<file path="src/hdl/pll_ch1_status_pkg.sv">
// Register map, field positions and reset values for the loop 1 status readback bank
package pll_ch1_status_pkg;
    localparam int unsigned ADDR_W = 16;
    localparam int unsigned DATA_W = 8;
    localparam int unsigned PROFILE_W = 3;
    localparam int unsigned HISTORY_W = 46;

    localparam logic [15:0] ADDR_OPERATION = 16'h3201;
    localparam logic [15:0] ADDR_STATE     = 16'h3202;
    localparam logic [15:0] ADDR_HIST0     = 16'h3203;
    localparam logic [15:0] ADDR_HIST1     = 16'h3204;
    localparam logic [15:0] ADDR_HIST2     = 16'h3205;
    localparam logic [15:0] ADDR_HIST3     = 16'h3206;
    localparam logic [15:0] ADDR_HIST4     = 16'h3207;
    localparam logic [15:0] ADDR_HIST5     = 16'h3208;
    localparam logic [15:0] ADDR_CONTROL   = 16'h3210;

    // Operation register fields
    localparam int unsigned OP_PROFILE_LSB  = 4;
    localparam int unsigned OP_ACTIVE_BIT   = 3;
    localparam int unsigned OP_SWITCH_BIT   = 2;
    localparam int unsigned OP_HOLDOVER_BIT = 1;
    localparam int unsigned OP_FREERUN_BIT  = 0;

    // State register fields
    localparam int unsigned ST_FAST_ACQUISITION_DONE_BIT   = 5;
    localparam int unsigned ST_FAST_ACQUISITION_ACTIVE_BIT = 4;
    localparam int unsigned ST_SLEW_BIT        = 2;
    localparam int unsigned ST_CLAMP_BIT       = 1;
    localparam int unsigned ST_HISTORY_BIT     = 0;

    // Control register fields (write only, self clearing)
    localparam int unsigned CTL_FAST_ACQUISITION_CLEAR_BIT = 0;
    localparam int unsigned CTL_UPDATE_BIT     = 1;

    localparam int unsigned HIST5_BITS = 6;

    localparam logic [7:0] RESET_BYTE = 8'h00;
    localparam logic [2:0] RESET_PROFILE = 3'h0;
endpackage : pll_ch1_status_pkg

</file>
<file path="src/hdl/status_snap_if.sv">
// Carrier between the live status capture and the register bank
`timescale 1ns/1ps
interface status_snap_if;
    logic        update;
    logic [2:0]  profile;
    logic        active;
    logic        switching;
    logic        holdover;
    logic        freerun;
    logic        fast_acquisition_done;
    logic        fast_acquisition_active;
    logic        slew;
    logic        clamp;
    logic        hist_valid;
    logic [45:0] history;

    modport capture (input update, output profile, active, switching, holdover, freerun,
                     fast_acquisition_done, fast_acquisition_active, slew, clamp, hist_valid, history);
    modport bank    (output update, input profile, active, switching, holdover, freerun,
                     fast_acquisition_done, fast_acquisition_active, slew, clamp, hist_valid, history);
endinterface : status_snap_if

</file>
<file path="src/hdl/status_live_track.sv">
// Live loop state tracking: last profile and sticky fast-acquisition done
`timescale 1ns/1ps
module status_live_track (
    input  wire logic        i_clock,
    input  wire logic        i_srst,
    input  wire logic [2:0]  i_profile,
    input  wire logic        i_active,
    input  wire logic        i_fast_acquisition_done_evt,
    input  wire logic        i_fast_acquisition_clear,
    output logic [2:0]       o_profile,
    output logic             o_fast_acquisition_done
);
    logic [2:0] profile_r;
    logic       fast_acquisition_done_r;

    // Hold last profile while the loop is idle
    always_ff @(posedge i_clock) begin
        if (i_srst) begin
            profile_r <= pll_ch1_status_pkg::RESET_PROFILE;
        end else if (i_active) begin
            profile_r <= i_profile;
        end
    end

    // Set beats clear so a completion in the clear cycle is kept
    always_ff @(posedge i_clock) begin
        if (i_srst) begin
            fast_acquisition_done_r <= 1'b0;
        end else if (i_fast_acquisition_done_evt) begin
            fast_acquisition_done_r <= 1'b1;
        end else if (i_fast_acquisition_clear) begin
            fast_acquisition_done_r <= 1'b0;
        end
    end

    assign o_profile   = i_active ? i_profile : profile_r;
    assign o_fast_acquisition_done = fast_acquisition_done_r;
endmodule : status_live_track

</file>
<file path="src/hdl/pll_ch1_status_readback.sv">
// Loop 1 status readback bank: snapshot on update, byte-wide register reads
//
// The implementer's own choice: the plain strobed port.
`timescale 1ns/1ps

module pll_ch1_status_readback #(
    parameter int unsigned HISTORY_W = pll_ch1_status_pkg::HISTORY_W
) (
    input  wire logic                  i_clock,
    input  wire logic                  i_srst,
    input  wire logic [15:0]           i_addr,
    input  wire logic [7:0]            i_wdata,
    input  wire logic                  i_wr,
    input  wire logic                  i_rd,
    output logic [7:0]                 o_rdata,
    input  wire logic                  i_io_update,
    input  wire logic [2:0]            i_profile,
    input  wire logic                  i_active,
    input  wire logic                  i_switching,
    input  wire logic                  i_holdover,
    input  wire logic                  i_freerun,
    input  wire logic                  i_fast_acquisition_done_evt,
    input  wire logic                  i_fast_acquisition_active,
    input  wire logic                  i_slew_limit,
    input  wire logic                  i_freq_clamp,
    input  wire logic                  i_hist_valid,
    input  wire logic [HISTORY_W-1:0]  i_history
);
    status_snap_if snap ();

    logic        ctl_wr;
    logic        fast_acquisition_clear;
    logic        sw_update;
    logic        update;

    logic [2:0]  profile_r;
    logic        active_r;
    logic        switching_r;
    logic        holdover_r;
    logic        freerun_r;
    logic        fast_acquisition_done_r;
    logic        fast_acquisition_active_r;
    logic        slew_r;
    logic        clamp_r;
    logic        hist_valid_r;
    logic [45:0] history_r;
    logic [7:0]  rdata_r;
    logic [7:0]  rdata_nxt;
    logic [7:0]  op_byte;
    logic [7:0]  st_byte;

    // Only the control word accepts writes; status bytes drop them
    assign ctl_wr     = i_wr && (i_addr == pll_ch1_status_pkg::ADDR_CONTROL);
    assign fast_acquisition_clear = ctl_wr && i_wdata[pll_ch1_status_pkg::CTL_FAST_ACQUISITION_CLEAR_BIT];
    assign sw_update  = ctl_wr && i_wdata[pll_ch1_status_pkg::CTL_UPDATE_BIT];
    assign update     = i_io_update || sw_update;
    assign snap.update = update;

    status_live_track u_live (
        .i_clock         (i_clock),
        .i_srst          (i_srst),
        .i_profile       (i_profile),
        .i_active        (i_active),
        .i_fast_acquisition_done_evt (i_fast_acquisition_done_evt),
        .i_fast_acquisition_clear    (fast_acquisition_clear),
        .o_profile       (snap.profile),
        .o_fast_acquisition_done     (snap.fast_acquisition_done)
    );

    assign snap.active      = i_active;
    assign snap.switching   = i_switching;
    assign snap.holdover    = i_holdover;
    assign snap.freerun     = i_freerun;
    assign snap.fast_acquisition_active = i_fast_acquisition_active;
    assign snap.slew        = i_slew_limit;
    assign snap.clamp       = i_freq_clamp;
    assign snap.hist_valid  = i_hist_valid;
    assign snap.history     = i_history[45:0];

    // Snapshot of operation fields on update
    always_ff @(posedge i_clock) begin
        if (i_srst) begin
            profile_r   <= pll_ch1_status_pkg::RESET_PROFILE;
            active_r    <= 1'b0;
            switching_r <= 1'b0;
            holdover_r  <= 1'b0;
            freerun_r   <= 1'b0;
        end else if (snap.update) begin
            profile_r   <= snap.profile;
            active_r    <= snap.active;
            switching_r <= snap.switching;
            holdover_r  <= snap.holdover;
            freerun_r   <= snap.freerun;
        end
    end

    // Snapshot of loop state flags on update
    always_ff @(posedge i_clock) begin
        if (i_srst) begin
            fast_acquisition_done_r   <= 1'b0;
            fast_acquisition_active_r <= 1'b0;
            slew_r        <= 1'b0;
            clamp_r       <= 1'b0;
            hist_valid_r  <= 1'b0;
        end else if (snap.update) begin
            fast_acquisition_done_r   <= snap.fast_acquisition_done;
            fast_acquisition_active_r <= snap.fast_acquisition_active;
            slew_r        <= snap.slew;
            clamp_r       <= snap.clamp;
            hist_valid_r  <= snap.hist_valid;
        end
    end

    // Whole history word captured at once so multi-byte reads stay coherent
    always_ff @(posedge i_clock) begin
        if (i_srst) begin
            history_r <= '0;
        end else if (snap.update) begin
            history_r <= snap.history;
        end
    end

    always_comb begin
        op_byte = pll_ch1_status_pkg::RESET_BYTE;
        op_byte[pll_ch1_status_pkg::OP_PROFILE_LSB +: 3] = profile_r;
        op_byte[pll_ch1_status_pkg::OP_ACTIVE_BIT]       = active_r;
        op_byte[pll_ch1_status_pkg::OP_SWITCH_BIT]       = switching_r;
        op_byte[pll_ch1_status_pkg::OP_HOLDOVER_BIT]     = holdover_r;
        op_byte[pll_ch1_status_pkg::OP_FREERUN_BIT]      = freerun_r;
    end

    always_comb begin
        st_byte = pll_ch1_status_pkg::RESET_BYTE;
        st_byte[pll_ch1_status_pkg::ST_FAST_ACQUISITION_DONE_BIT]   = fast_acquisition_done_r;
        st_byte[pll_ch1_status_pkg::ST_FAST_ACQUISITION_ACTIVE_BIT] = fast_acquisition_active_r;
        st_byte[pll_ch1_status_pkg::ST_SLEW_BIT]        = slew_r;
        st_byte[pll_ch1_status_pkg::ST_CLAMP_BIT]       = clamp_r;
        st_byte[pll_ch1_status_pkg::ST_HISTORY_BIT]     = hist_valid_r;
    end

    // Unmapped addresses and reserved bits read zero
    always_comb begin
        rdata_nxt = pll_ch1_status_pkg::RESET_BYTE;
        case (i_addr)
            pll_ch1_status_pkg::ADDR_OPERATION: rdata_nxt = op_byte;
            pll_ch1_status_pkg::ADDR_STATE:     rdata_nxt = st_byte;
            pll_ch1_status_pkg::ADDR_HIST0:     rdata_nxt = history_r[7:0];
            pll_ch1_status_pkg::ADDR_HIST1:     rdata_nxt = history_r[15:8];
            pll_ch1_status_pkg::ADDR_HIST2:     rdata_nxt = history_r[23:16];
            pll_ch1_status_pkg::ADDR_HIST3:     rdata_nxt = history_r[31:24];
            pll_ch1_status_pkg::ADDR_HIST4:     rdata_nxt = history_r[39:32];
            pll_ch1_status_pkg::ADDR_HIST5:     rdata_nxt = {2'h0, history_r[45:40]};
            default:                            rdata_nxt = pll_ch1_status_pkg::RESET_BYTE;
        endcase
    end

    // Read data valid only in the cycle after the strobe
    always_ff @(posedge i_clock) begin
        if (i_srst) begin
            rdata_r <= pll_ch1_status_pkg::RESET_BYTE;
        end else if (i_rd) begin
            rdata_r <= rdata_nxt;
        end else begin
            rdata_r <= pll_ch1_status_pkg::RESET_BYTE;
        end
    end

    assign o_rdata = rdata_r;

    property p_profile_snap;
        @(posedge i_clock) disable iff (i_srst)
        (update && i_active) |=> (profile_r == $past(i_profile));
    endproperty
    a_profile_snap: assert property (p_profile_snap)
        else $error("profile not captured");

    property p_profile_hold;
        @(posedge i_clock) disable iff (i_srst)
        (update && !i_active) |=> (profile_r == $past(snap.profile));
    endproperty
    a_profile_hold: assert property (p_profile_hold)
        else $error("idle profile wrong");

    // Read data reflect the snapshot as it stood at the strobe edge
    property p_op_read;
        @(posedge i_clock) disable iff (i_srst)
        (i_rd && i_addr == pll_ch1_status_pkg::ADDR_OPERATION)
        |=> (o_rdata[3:0] == $past({active_r, switching_r, holdover_r, freerun_r}))
            && !o_rdata[7];
    endproperty
    a_op_read: assert property (p_op_read)
        else $error("operation byte wrong");

    property p_mode_snap;
        @(posedge i_clock) disable iff (i_srst)
        update |=> (switching_r == $past(i_switching)) && (holdover_r == $past(i_holdover))
                   && (freerun_r == $past(i_freerun));
    endproperty
    a_mode_snap: assert property (p_mode_snap)
        else $error("mode flags not captured");

    property p_stable_no_update;
        @(posedge i_clock) disable iff (i_srst)
        (!update && !$past(i_srst)) |=> $stable(history_r) && $stable(op_byte) && $stable(st_byte);
    endproperty
    a_stable_no_update: assert property (p_stable_no_update)
        else $error("snapshot moved");

    property p_fast_acquisition_set;
        @(posedge i_clock) disable iff (i_srst)
        i_fast_acquisition_done_evt ##1 update |=> fast_acquisition_done_r;
    endproperty
    a_fast_acquisition_set: assert property (p_fast_acquisition_set)
        else $error("fast_acquisition done lost");

    property p_state_read;
        @(posedge i_clock) disable iff (i_srst)
        (i_rd && i_addr == pll_ch1_status_pkg::ADDR_STATE)
        |=> (o_rdata == $past({2'h0, fast_acquisition_done_r, fast_acquisition_active_r, 1'b0,
                               slew_r, clamp_r, hist_valid_r}));
    endproperty
    a_state_read: assert property (p_state_read)
        else $error("state byte wrong");

    property p_hist_read;
        @(posedge i_clock) disable iff (i_srst)
        (i_rd && i_addr == pll_ch1_status_pkg::ADDR_HIST3)
        |=> (o_rdata == $past(history_r[31:24]));
    endproperty
    a_hist_read: assert property (p_hist_read)
        else $error("history byte wrong");

    property p_hist5_read;
        @(posedge i_clock) disable iff (i_srst)
        (i_rd && i_addr == pll_ch1_status_pkg::ADDR_HIST5)
        |=> (o_rdata == $past({2'h0, history_r[45:40]}));
    endproperty
    a_hist5_read: assert property (p_hist5_read)
        else $error("top history byte wrong");

    property p_no_read_zero;
        @(posedge i_clock) disable iff (i_srst)
        !i_rd |=> (o_rdata == 8'h00);
    endproperty
    a_no_read_zero: assert property (p_no_read_zero)
        else $error("read data outside slot");

    property p_active_snap;
        @(posedge i_clock) disable iff (i_srst)
        update |=> (active_r == $past(i_active));
    endproperty
    a_active_snap: assert property (p_active_snap)
        else $error("active flag not captured");

    property p_switch_snap;
        @(posedge i_clock) disable iff (i_srst)
        update |=> (switching_r == $past(i_switching));
    endproperty
    a_switch_snap: assert property (p_switch_snap)
        else $error("switching flag not captured");

    property p_freerun_snap;
        @(posedge i_clock) disable iff (i_srst)
        update |=> (freerun_r == $past(i_freerun));
    endproperty
    a_freerun_snap: assert property (p_freerun_snap)
        else $error("free-run flag not captured");

    property p_fast_acquisition_active_snap;
        @(posedge i_clock) disable iff (i_srst)
        update |=> (fast_acquisition_active_r == $past(i_fast_acquisition_active));
    endproperty
    a_fast_acquisition_active_snap: assert property (p_fast_acquisition_active_snap)
        else $error("fast_acquisition active not captured");

    property p_slew_snap;
        @(posedge i_clock) disable iff (i_srst)
        update |=> (slew_r == $past(i_slew_limit));
    endproperty
    a_slew_snap: assert property (p_slew_snap)
        else $error("slew flag not captured");

    property p_clamp_snap;
        @(posedge i_clock) disable iff (i_srst)
        update |=> (clamp_r == $past(i_freq_clamp));
    endproperty
    a_clamp_snap: assert property (p_clamp_snap)
        else $error("clamp flag not captured");

    property p_hist_valid_snap;
        @(posedge i_clock) disable iff (i_srst)
        update |=> (hist_valid_r == $past(i_hist_valid));
    endproperty
    a_hist_valid_snap: assert property (p_hist_valid_snap)
        else $error("history valid not captured");

    property p_history_snap;
        @(posedge i_clock) disable iff (i_srst)
        update |=> (history_r == $past(i_history[45:0]));
    endproperty
    a_history_snap: assert property (p_history_snap)
        else $error("history word not captured");

    // Idle loop must not disturb the held profile
    property p_profile_idle;
        @(posedge i_clock) disable iff (i_srst)
        (!i_active ##1 !i_active) |-> $stable(snap.profile);
    endproperty
    a_profile_idle: assert property (p_profile_idle)
        else $error("held profile moved");

    property p_fast_acquisition_sticky;
        @(posedge i_clock) disable iff (i_srst)
        (snap.fast_acquisition_done && !fast_acquisition_clear) |=> snap.fast_acquisition_done;
    endproperty
    a_fast_acquisition_sticky: assert property (p_fast_acquisition_sticky)
        else $error("done flag dropped without clear");

    property p_fast_acquisition_clear;
        @(posedge i_clock) disable iff (i_srst)
        (fast_acquisition_clear && !i_fast_acquisition_done_evt) |=> !snap.fast_acquisition_done;
    endproperty
    a_fast_acquisition_clear: assert property (p_fast_acquisition_clear)
        else $error("done flag not cleared");

    property p_hist0_read;
        @(posedge i_clock) disable iff (i_srst)
        (i_rd && i_addr == pll_ch1_status_pkg::ADDR_HIST0)
        |=> (o_rdata == $past(history_r[7:0]));
    endproperty
    a_hist0_read: assert property (p_hist0_read)
        else $error("low history byte wrong");

    property p_unmapped_read;
        @(posedge i_clock) disable iff (i_srst)
        (i_rd && (i_addr < pll_ch1_status_pkg::ADDR_OPERATION
                  || i_addr > pll_ch1_status_pkg::ADDR_HIST5))
        |=> (o_rdata == 8'h00);
    endproperty
    a_unmapped_read: assert property (p_unmapped_read)
        else $error("unmapped read not zero");
endmodule : pll_ch1_status_readback

</file>
<file path="config.mk">
export PLATFORM = sky130hd
export DESIGN_NAME = pll_ch1_status_readback
export DESIGN_NICKNAME = d
export VERILOG_FILES = /design/src/hdl/pll_ch1_status_pkg.sv /design/src/hdl/status_snap_if.sv /design/src/hdl/status_live_track.sv /design/src/hdl/pll_ch1_status_readback.sv
export SDC_FILE = /design/constraint.sdc
export NUM_CORES = 1
export LEC_CHECK = 0
export BUFFER_PORTS_ARGS = -buffer_cell sky130_fd_sc_hd__buf_4
export CAP_MARGIN = 20
export CELL_PAD_IN_SITES_DETAIL_PLACEMENT = 0
export CELL_PAD_IN_SITES_GLOBAL_PLACEMENT = 1
export CORE_MARGIN = 8
export CORE_UTILIZATION = 40
export CTS_BUF_LIST = sky130_fd_sc_hd__clkbuf_16
export CTS_CLUSTER_DIAMETER = 100
export DETAILED_ROUTE_END_ITERATION = 10
export GPL_ROUTABILITY_DRIVEN = 0
export PLACE_DENSITY = 0.77
export SETUP_SLACK_MARGIN = 0.2
export SYNTH_ARGS = -nofsm -noshare
export SYNTH_HDL_FRONTEND = slang
export SYNTH_SLANG_ARGS = --single-unit
export TNS_END_PERCENT = 50
</file>
<file path="constraint.sdc">
create_clock -name i_clock -period 2.4 [get_ports i_clock]
set_input_delay 0.48 -clock i_clock [delete_from_list [all_inputs] [get_ports i_clock]]
set_output_delay 0.48 -clock i_clock [all_outputs]
set_load 0.1 [all_outputs]
</file>
==> impl_metrics.py, run 1 <==
metrics = {
    "sta": {
        "setup_viol": 0,
        "timing.fmax_mhz": 516.5,
        "fin_tns_setup_ns": 0,
        "hold_violations": 0,
        "fin_skew_ns": 0.006237,
        "grt_setup_unrepaired": "false",
        "worst_pin_slew_ns": 0.5654,
        "finalCritPeriodShare_pct": 80.67,
        "report.final.slew_viol_count": 0,
        "slew_headroom_pct": 62.02,
        "finalCriticalPeriod_ns": 1.936,
    },
    "route": {
        "antenna_left": 0,
        "wl_per_cell_um": 14.95,
        "vias": 2787,
        "avgViaCountPerCell": 4.968,
        "wirelength_um": 8389,
        "first_iter_violations": 101,
        "firstDrtPassIters": 4,
        "drc": 0,
    },
    "setup_path": {
        "end_kind": "flip-flop",
        "crit_fanout": 17,
        "path_class": "input port to flip-flop",
        "cp.arrival_ns": 2.13,
        "crit_chain": "buf_4 > or4b_4 > nor2_2 > a41oi_4 > buf_4 > mux2i_1",
        "cp_common_cell": "buf_4",
        "cp_slowest_cell": "or4b_4",
        "cp_slowest_stage_delay_ns": 0.59,
        "required_ns": 2.60,
        "start_kind": "input port",
    },
    "power": {
        "pwr-share-seq_pct": 45.5,
        "p_int_mw": 2.122,
        "p_comb_share_pct": 13.0,
        "p_leak_nw": 1.961,
        "clkPwrFrac_pct": 41.5,
        "finalPower_mw": 2.769,
        "p_per_area_nw_per_um2": 602.5,
        "peakVddDrop_mv": 0.4615,
        "switching_share_pct": 23.35,
        "power_switching_mw": 0.6464,
    },
    "synth": {
        "synth_edf_count": 0,
        "synth_nets": 452,
        "synthFlopType": "dfxtp_1",
        "synth_top_area_share_pct": 39.33,
        "avgSynthCellArea_um2": 9.763,
        "async_flop_share_pct": 0,
        "syn_inst": 365,
        "yosys_warnings": 0,
        "ys_seq_elements": 70,
        "synth-seq-area-share_pct": 39.33,
        "synth_common_cells": "111 x nand2b_1, 70 x dfxtp_1, 64 x mux2i_1",
        "yosysMostFrequentCell": "nand2b_1",
        "synth_area_um2": 3563,
        "yosys-top-cells-area": "dfxtp_1 39%, nand2b_1 19%, mux2i_1 18%",
        "synth_cell_types": 38,
        "synth_largest_area_cell": "dfxtp_1",
    },
    "global_routing": {
        "grt_overflow": 0,
        "grt_max_degree": 82,
        "grt_pass1_vias": 2990,
        "grt_antenna_before_repair": 0,
        "grt_pass1_wl_um": 13510,
        "grtUsageTotal_pct": 14.07,
    },
    "layout": {
        "nNetsFinal": 536,
        "finalNonFillerCells": 561,
        "drive_gt1_share_pct": 27.59,
        "syn2layout_area_growth_pct": 28.97,
        "n_antenna_cell": 0,
        "nFillCells": 837,
    },
    "flow_run": {
        "cap_violations": 0,
    },
    "cts": {
        "clk_latency_ns": 0.32,
        "postCtsSetupBuffers": 0,
        "path_clk_slew_ns": 0.05,
        "ctsHoldBuffers": 0,
        "cts_resized": 0,
        "root_buffer": "clkbuf_16",
        "cts.path.max_buffers": 2,
        "cts_tree": "yes",
        "cts-buffers-inserted": 9,
        "cts_num_sinks": 70,
        "cts.htree.levels": 3,
    },
    "placement": {
        "io_buffers": 88,
        "hpwl_um": 6250,
        "placedCellCount": 546,
    },
    "run_status": {
        "status": "complete, no violations",
    },
    "die": {
        "core_um2": 8678,
        "ios": 95,
        "die-area_um2": 12180,
        "rows": 34,
        "initial_core_util_pct": 41.06,
        "die_h_um": 110.4,
        "dieWidth_um": 110.4,
    },
    "worst_hold_path": {
        "min_path_type": "input port to flip-flop",
    },
}
[layer usage]
metal | GRT usage [%] | part of all wire, % | vias up
met5 | 0 | 0 | -
met4 | 4.567 | 0.88 | 0
met3 | 4.419 | 6.4 | 7
met2 | 24.17 | 50 | 76
met1 | 16.23 | 43 | 1299
li1 | - | - | 1405
[power by group through the flow]
| stage | logic (mW) | registers [mW] | clock network, mW |
|---|---|---|---|
| after CTS | 0.366 | 1.26 | 1.17 |
| after global placement | 0.360 | 1.28 | 0 |
| final | 0.360 | 1.26 | 1.15 |
| after floorplan | 0.221 | 1.27 | 0 |
| after detailed placement | 0.365 | 1.29 | 0 |
| after global routing | 0.398 | 1.27 | 1.23 |
[cell families after synthesis]
group,synth area share [%]
mux,23.03
compound gates,4.881
xor+xnor,0.2458
simple gates,28.79
flops,39.33
buf+inv,3.722
[state kept, by name, summed over array words and instances (netlist names)]
register / count
active_r: 1
clamp_r: 1
fast_acquisition_active_r: 1
fast_acquisition_done_r: 1
freerun_r: 1
hist_valid_r: 1
history_r: 46
holdover_r: 1
o_rdata: 8
profile_r: 3
slew_r: 1
switching_r: 1
u_live.o_fast_acquisition_done: 1
u_live.profile_r: 3
[critical path, delay by kind of cell]
family / cells / cell delay, ns
AO/OA/AOI/OAI: 1 / 0.28
AND/OR/NAND/NOR: 2 / 0.76
buffers and inverters: 2 / 0.46
multiplexers: 1 / 0.15
[cell usage in the layout (no fill, tap or decap)]
| cell type | count |
|---|---|
| o2bb2ai_1 | 1 |
| nor4_1 | 1 |
| nor4b_1 | 1 |
| clkinv_4 | 1 |
| o21ai_0 | 5 |
| nand3b_1 | 11 |
| nand4_1 | 4 |
| a311oi_1 | 1 |
| or4b_4 | 1 |
| a21oi_1 | 11 |
| inv_1 | 4 |
| a32oi_1 | 2 |
| nor2_1 | 10 |
| clkbuf_16 | 9 |
| a31oi_1 | 1 |
| mux4_2 | 5 |
| nand4bb_1 | 1 |
| buf_4 | 99 |
| a41o_1 | 1 |
| mux2i_1 | 64 |
| or4_1 | 1 |
| dfxtp_1 | 70 |
| nand2b_1 | 111 |
| nor3_1 | 2 |
| a41oi_4 | 1 |
| mux2_2 | 3 |
| a211oi_1 | 1 |
| clkinv_1 | 1 |
| clkinv_2 | 3 |
| xnor2_1 | 1 |
| nand4b_1 | 1 |
| nor2b_1 | 8 |
| nor2_2 | 1 |
| nand2_1 | 8 |
| nor3_2 | 1 |
| nor4b_4 | 1 |
| a22o_1 | 3 |
| mux2_1 | 3 |
[worst paths after layout]
path / from / to / slack [ns] / cells after the start
worst max-delay path: i_addr[8] / history_r[23] / 0.46 / 6
worst min register to register: fast_acquisition_active_r / fast_acquisition_active_r / 0.47 / 2
worst max register to register: history_r[36] / o_rdata[4] / 1.31 / 3
worst min-delay path: i_fast_acquisition_done_evt / u_live.o_fast_acquisition_done / 0.40 / 3
[final cells by class]
type | instances | area (um2) | share of cell area [%]
Inverter | 3 | 11.26 | 0.2450
Clock inverter | 6 | 31.28 | 0.6806
Multi-Input combinational cell | 266 | 2048 | 44.57
Sequential cell | 70 | 1401 | 30.49
Tap cell | 108 | 135.1 | 2.940
Clock buffer | 9 | 225.2 | 4.901
Timing Repair Buffer | 99 | 743.2 | 16.17
[per-stage QoR]
step	cell area (um2)	hold WS (ns)	setup WS, ns	util [%]
2_1_floorplan	3563	0.4485	0.4371	-
3_3_place_gp	4339	0.4567	0.1389	50.00
3_5_place_dp	4339	0.4663	0.1117	50.00
4_1_cts	4596	0.3980	0.4521	52.96
5_1_grt	4596	0.4025	0.3823	52.96
6_report	4596	0.4031	0.4638	52.96
Power figures use the tool's default switching activity.
==> run 2: changes to the inputs <==
Clock period 2.4 ns to 2 ns, I/O delays scaled along.
==> impl_metrics.py, run 2 (synthesis gave the netlist of run 1 again) <==
metrics = {
    "power": {
        "p_leak_nw": 2.024,
        "p_per_area_nw_per_um2": 715.1,
        "finalPower_mw": 3.386,
        "peakVddDrop_mv": 0.3768,
    },
    "cts": {
        "clk_latency_ns": 0.33,
        "ctsHoldBuffers": 0,
        "cts.path.max_buffers": 2,
        "cts.htree.levels": 3,
        "cts-buffers-inserted": 9,
        "path_clk_slew_ns": 0.06,
        "cts_num_sinks": 70,
        "cts_tree": "yes",
        "root_buffer": "clkbuf_16",
    },
    "layout": {
        "seq_area_um2": 1401,
        "nFillCells": 824,
        "syn2layout_area_growth_pct": 32.87,
        "drive_gt1_share_pct": 29.59,
        "final_cell_mix": "111 x nand2b_1, 104 x buf_4, 70 x dfxtp_1",
        "layout_commonest_cell": "nand2b_1",
        "top_register": "history_r",
        "nNetsFinal": 545,
        "n_antenna_cell": 0,
        "finalNonFillerCells": 571,
        "final_util_pct": 54.56,
        "largest_register_ff_count": 46,
        "multiInputGateArea_um2": 2058,
    },
    "run_status": {
        "status": "complete, no violations",
    },
    "setup_path": {
        "r2r_cells": 3,
        "crit_fanout": 5,
        "timing.rr.end": "o_rdata[4]",
        "cp.arrival_ns": 1.95,
        "end_kind": "flip-flop",
        "required_ns": 2.25,
        "rrSetupSlack_ns": 0.94,
        "path_class": "input port to flip-flop",
        "start_kind": "input port",
        "r2r-start": "history_r[36]",
    },
    "sta": {
        "finalCriticalPeriod_ns": 1.707,
        "grt_setup_unrepaired": "true",
        "finalCritPeriodShare_pct": 85.33,
        "setup_viol": 0,
        "holdWs_ns": 0.3277,
        "fin_skew_ns": 0.006021,
        "timing.fmax_mhz": 586.0,
        "setup_slack_ns": 0.2934,
        "slew_headroom_pct": 69.13,
        "report.final.slew_viol_count": 0,
        "worst_pin_slew_ns": 0.4616,
        "hold_violations": 0,
    },
    "route": {
        "firstDrtPassIters": 5,
        "first_iter_violations": 79,
        "vias": 2797,
        "drc": 0,
        "avgViaCountPerCell": 4.898,
        "wl_per_cell_um": 14.99,
        "antenna_left": 0,
        "wirelength_um": 8562,
    },
    "global_routing": {
        "grt_pass1_wl_um": 13590,
        "grt_max_degree": 63,
        "grt_antenna_before_repair": 0,
        "grt_overflow": 0,
        "grt_pass1_vias": 2952,
        "grtUsageTotal_pct": 14.29,
    },
    "worst_hold_path": {
        "worstHoldStart": "i_fast_acquisition_done_evt",
        "min_path_type": "input port to flip-flop",
        "worstHoldEndpoint": "u_live.o_fast_acquisition_done",
        "hold_path_depth": 3,
    },
    "placement": {
        "placedCellCount": 554,
        "io_buffers": 88,
        "place_ws_ns": -0.05547,
        "hpwl_um": 6307,
    },
    "die": {
        "die-area_um2": 12180,
        "core_um2": 8678,
        "rows": 34,
        "die_h_um": 110.4,
        "dieWidth_um": 110.4,
        "ios": 95,
        "initial_core_util_pct": 41.06,
    },
    "flow_run": {
        "cap_violations": 0,
    },
}
## run 2: cell types whose count changed in the layout (fill, tap and decap cells not counted), sizes merged
cell	delta
clkinv	-1
buf	+9
clkinvlp	+2
## run 2: worst max-delay path, cell delays in order
cell and delay (ns):
buf_4 0.11, or4b_4 0.58, buf_12 0.16, nor3_2 0.18, buf_4 0.17, nand4_1 0.11
a211oi_2 0.25
## run 2: how the worst max path moves through the flow
stage                     slack, ns            to  cells past startpoint       start
after floorplan                0.19  profile_r[0]                      5  i_addr[10]
after global placement       -0.007    o_rdata[3]                      7  i_addr[10]
after detailed placement      -0.06    o_rdata[6]                      7  i_addr[10]
after CTS                      0.29    o_rdata[6]                      7  i_addr[10]
after global routing           0.17    o_rdata[6]                      7  i_addr[10]
final                          0.29    o_rdata[6]                      7  i_addr[10]
## run 2: what timing repair did
item / 4_1_cts / 5_1_grt
buffers inserted: 0 / 1
resized for setup: 0 / 1
endpoints found under the setup margin: 0 / 3
## run 2: layer usage
| metal | part of all wire [%] | track usage [%] | routed length, um |
|---|---|---|---|
| met1 | 44 | 17.15 | 3757 |
| met2 | 49 | 23.83 | 4186 |
| met3 | 6.6 | 4.186 | 563 |
| met4 | 0.64 | 4.948 | 55 |
| met5 | 0 | 0 | 0 |
## run 2: final cells by class
type | count | area share [%]
repair buffers | 108 | 18.18
multi-input cells | 266 | 43.47
clock inverters | 7 | 0.8985
flip-flops and latches | 70 | 29.60
inverters | 3 | 0.2378
clock buffers | 9 | 4.757
well taps | 108 | 2.854
## run 2: per-stage QoR
step | instance area (um2) | setup TNS (ns)
after detailed placement | 4454 | -0.2026
after CTS | 4722 | 0
after floorplan | 3580 | 0
final | 4735 | 0
after global routing | 4735 | 0
after global placement | 4454 | -0.006856
## run 2: power breakdown
group | leakage (nW) | internal [mW] | switching [mW]
logic | 1.32 | 0.272 | 0.180
registers | 0.576 | 1.47 | 0.0387
clock network | 0.132 | 0.828 | 0.594
total | 2.02 | 2.57 | 0.813
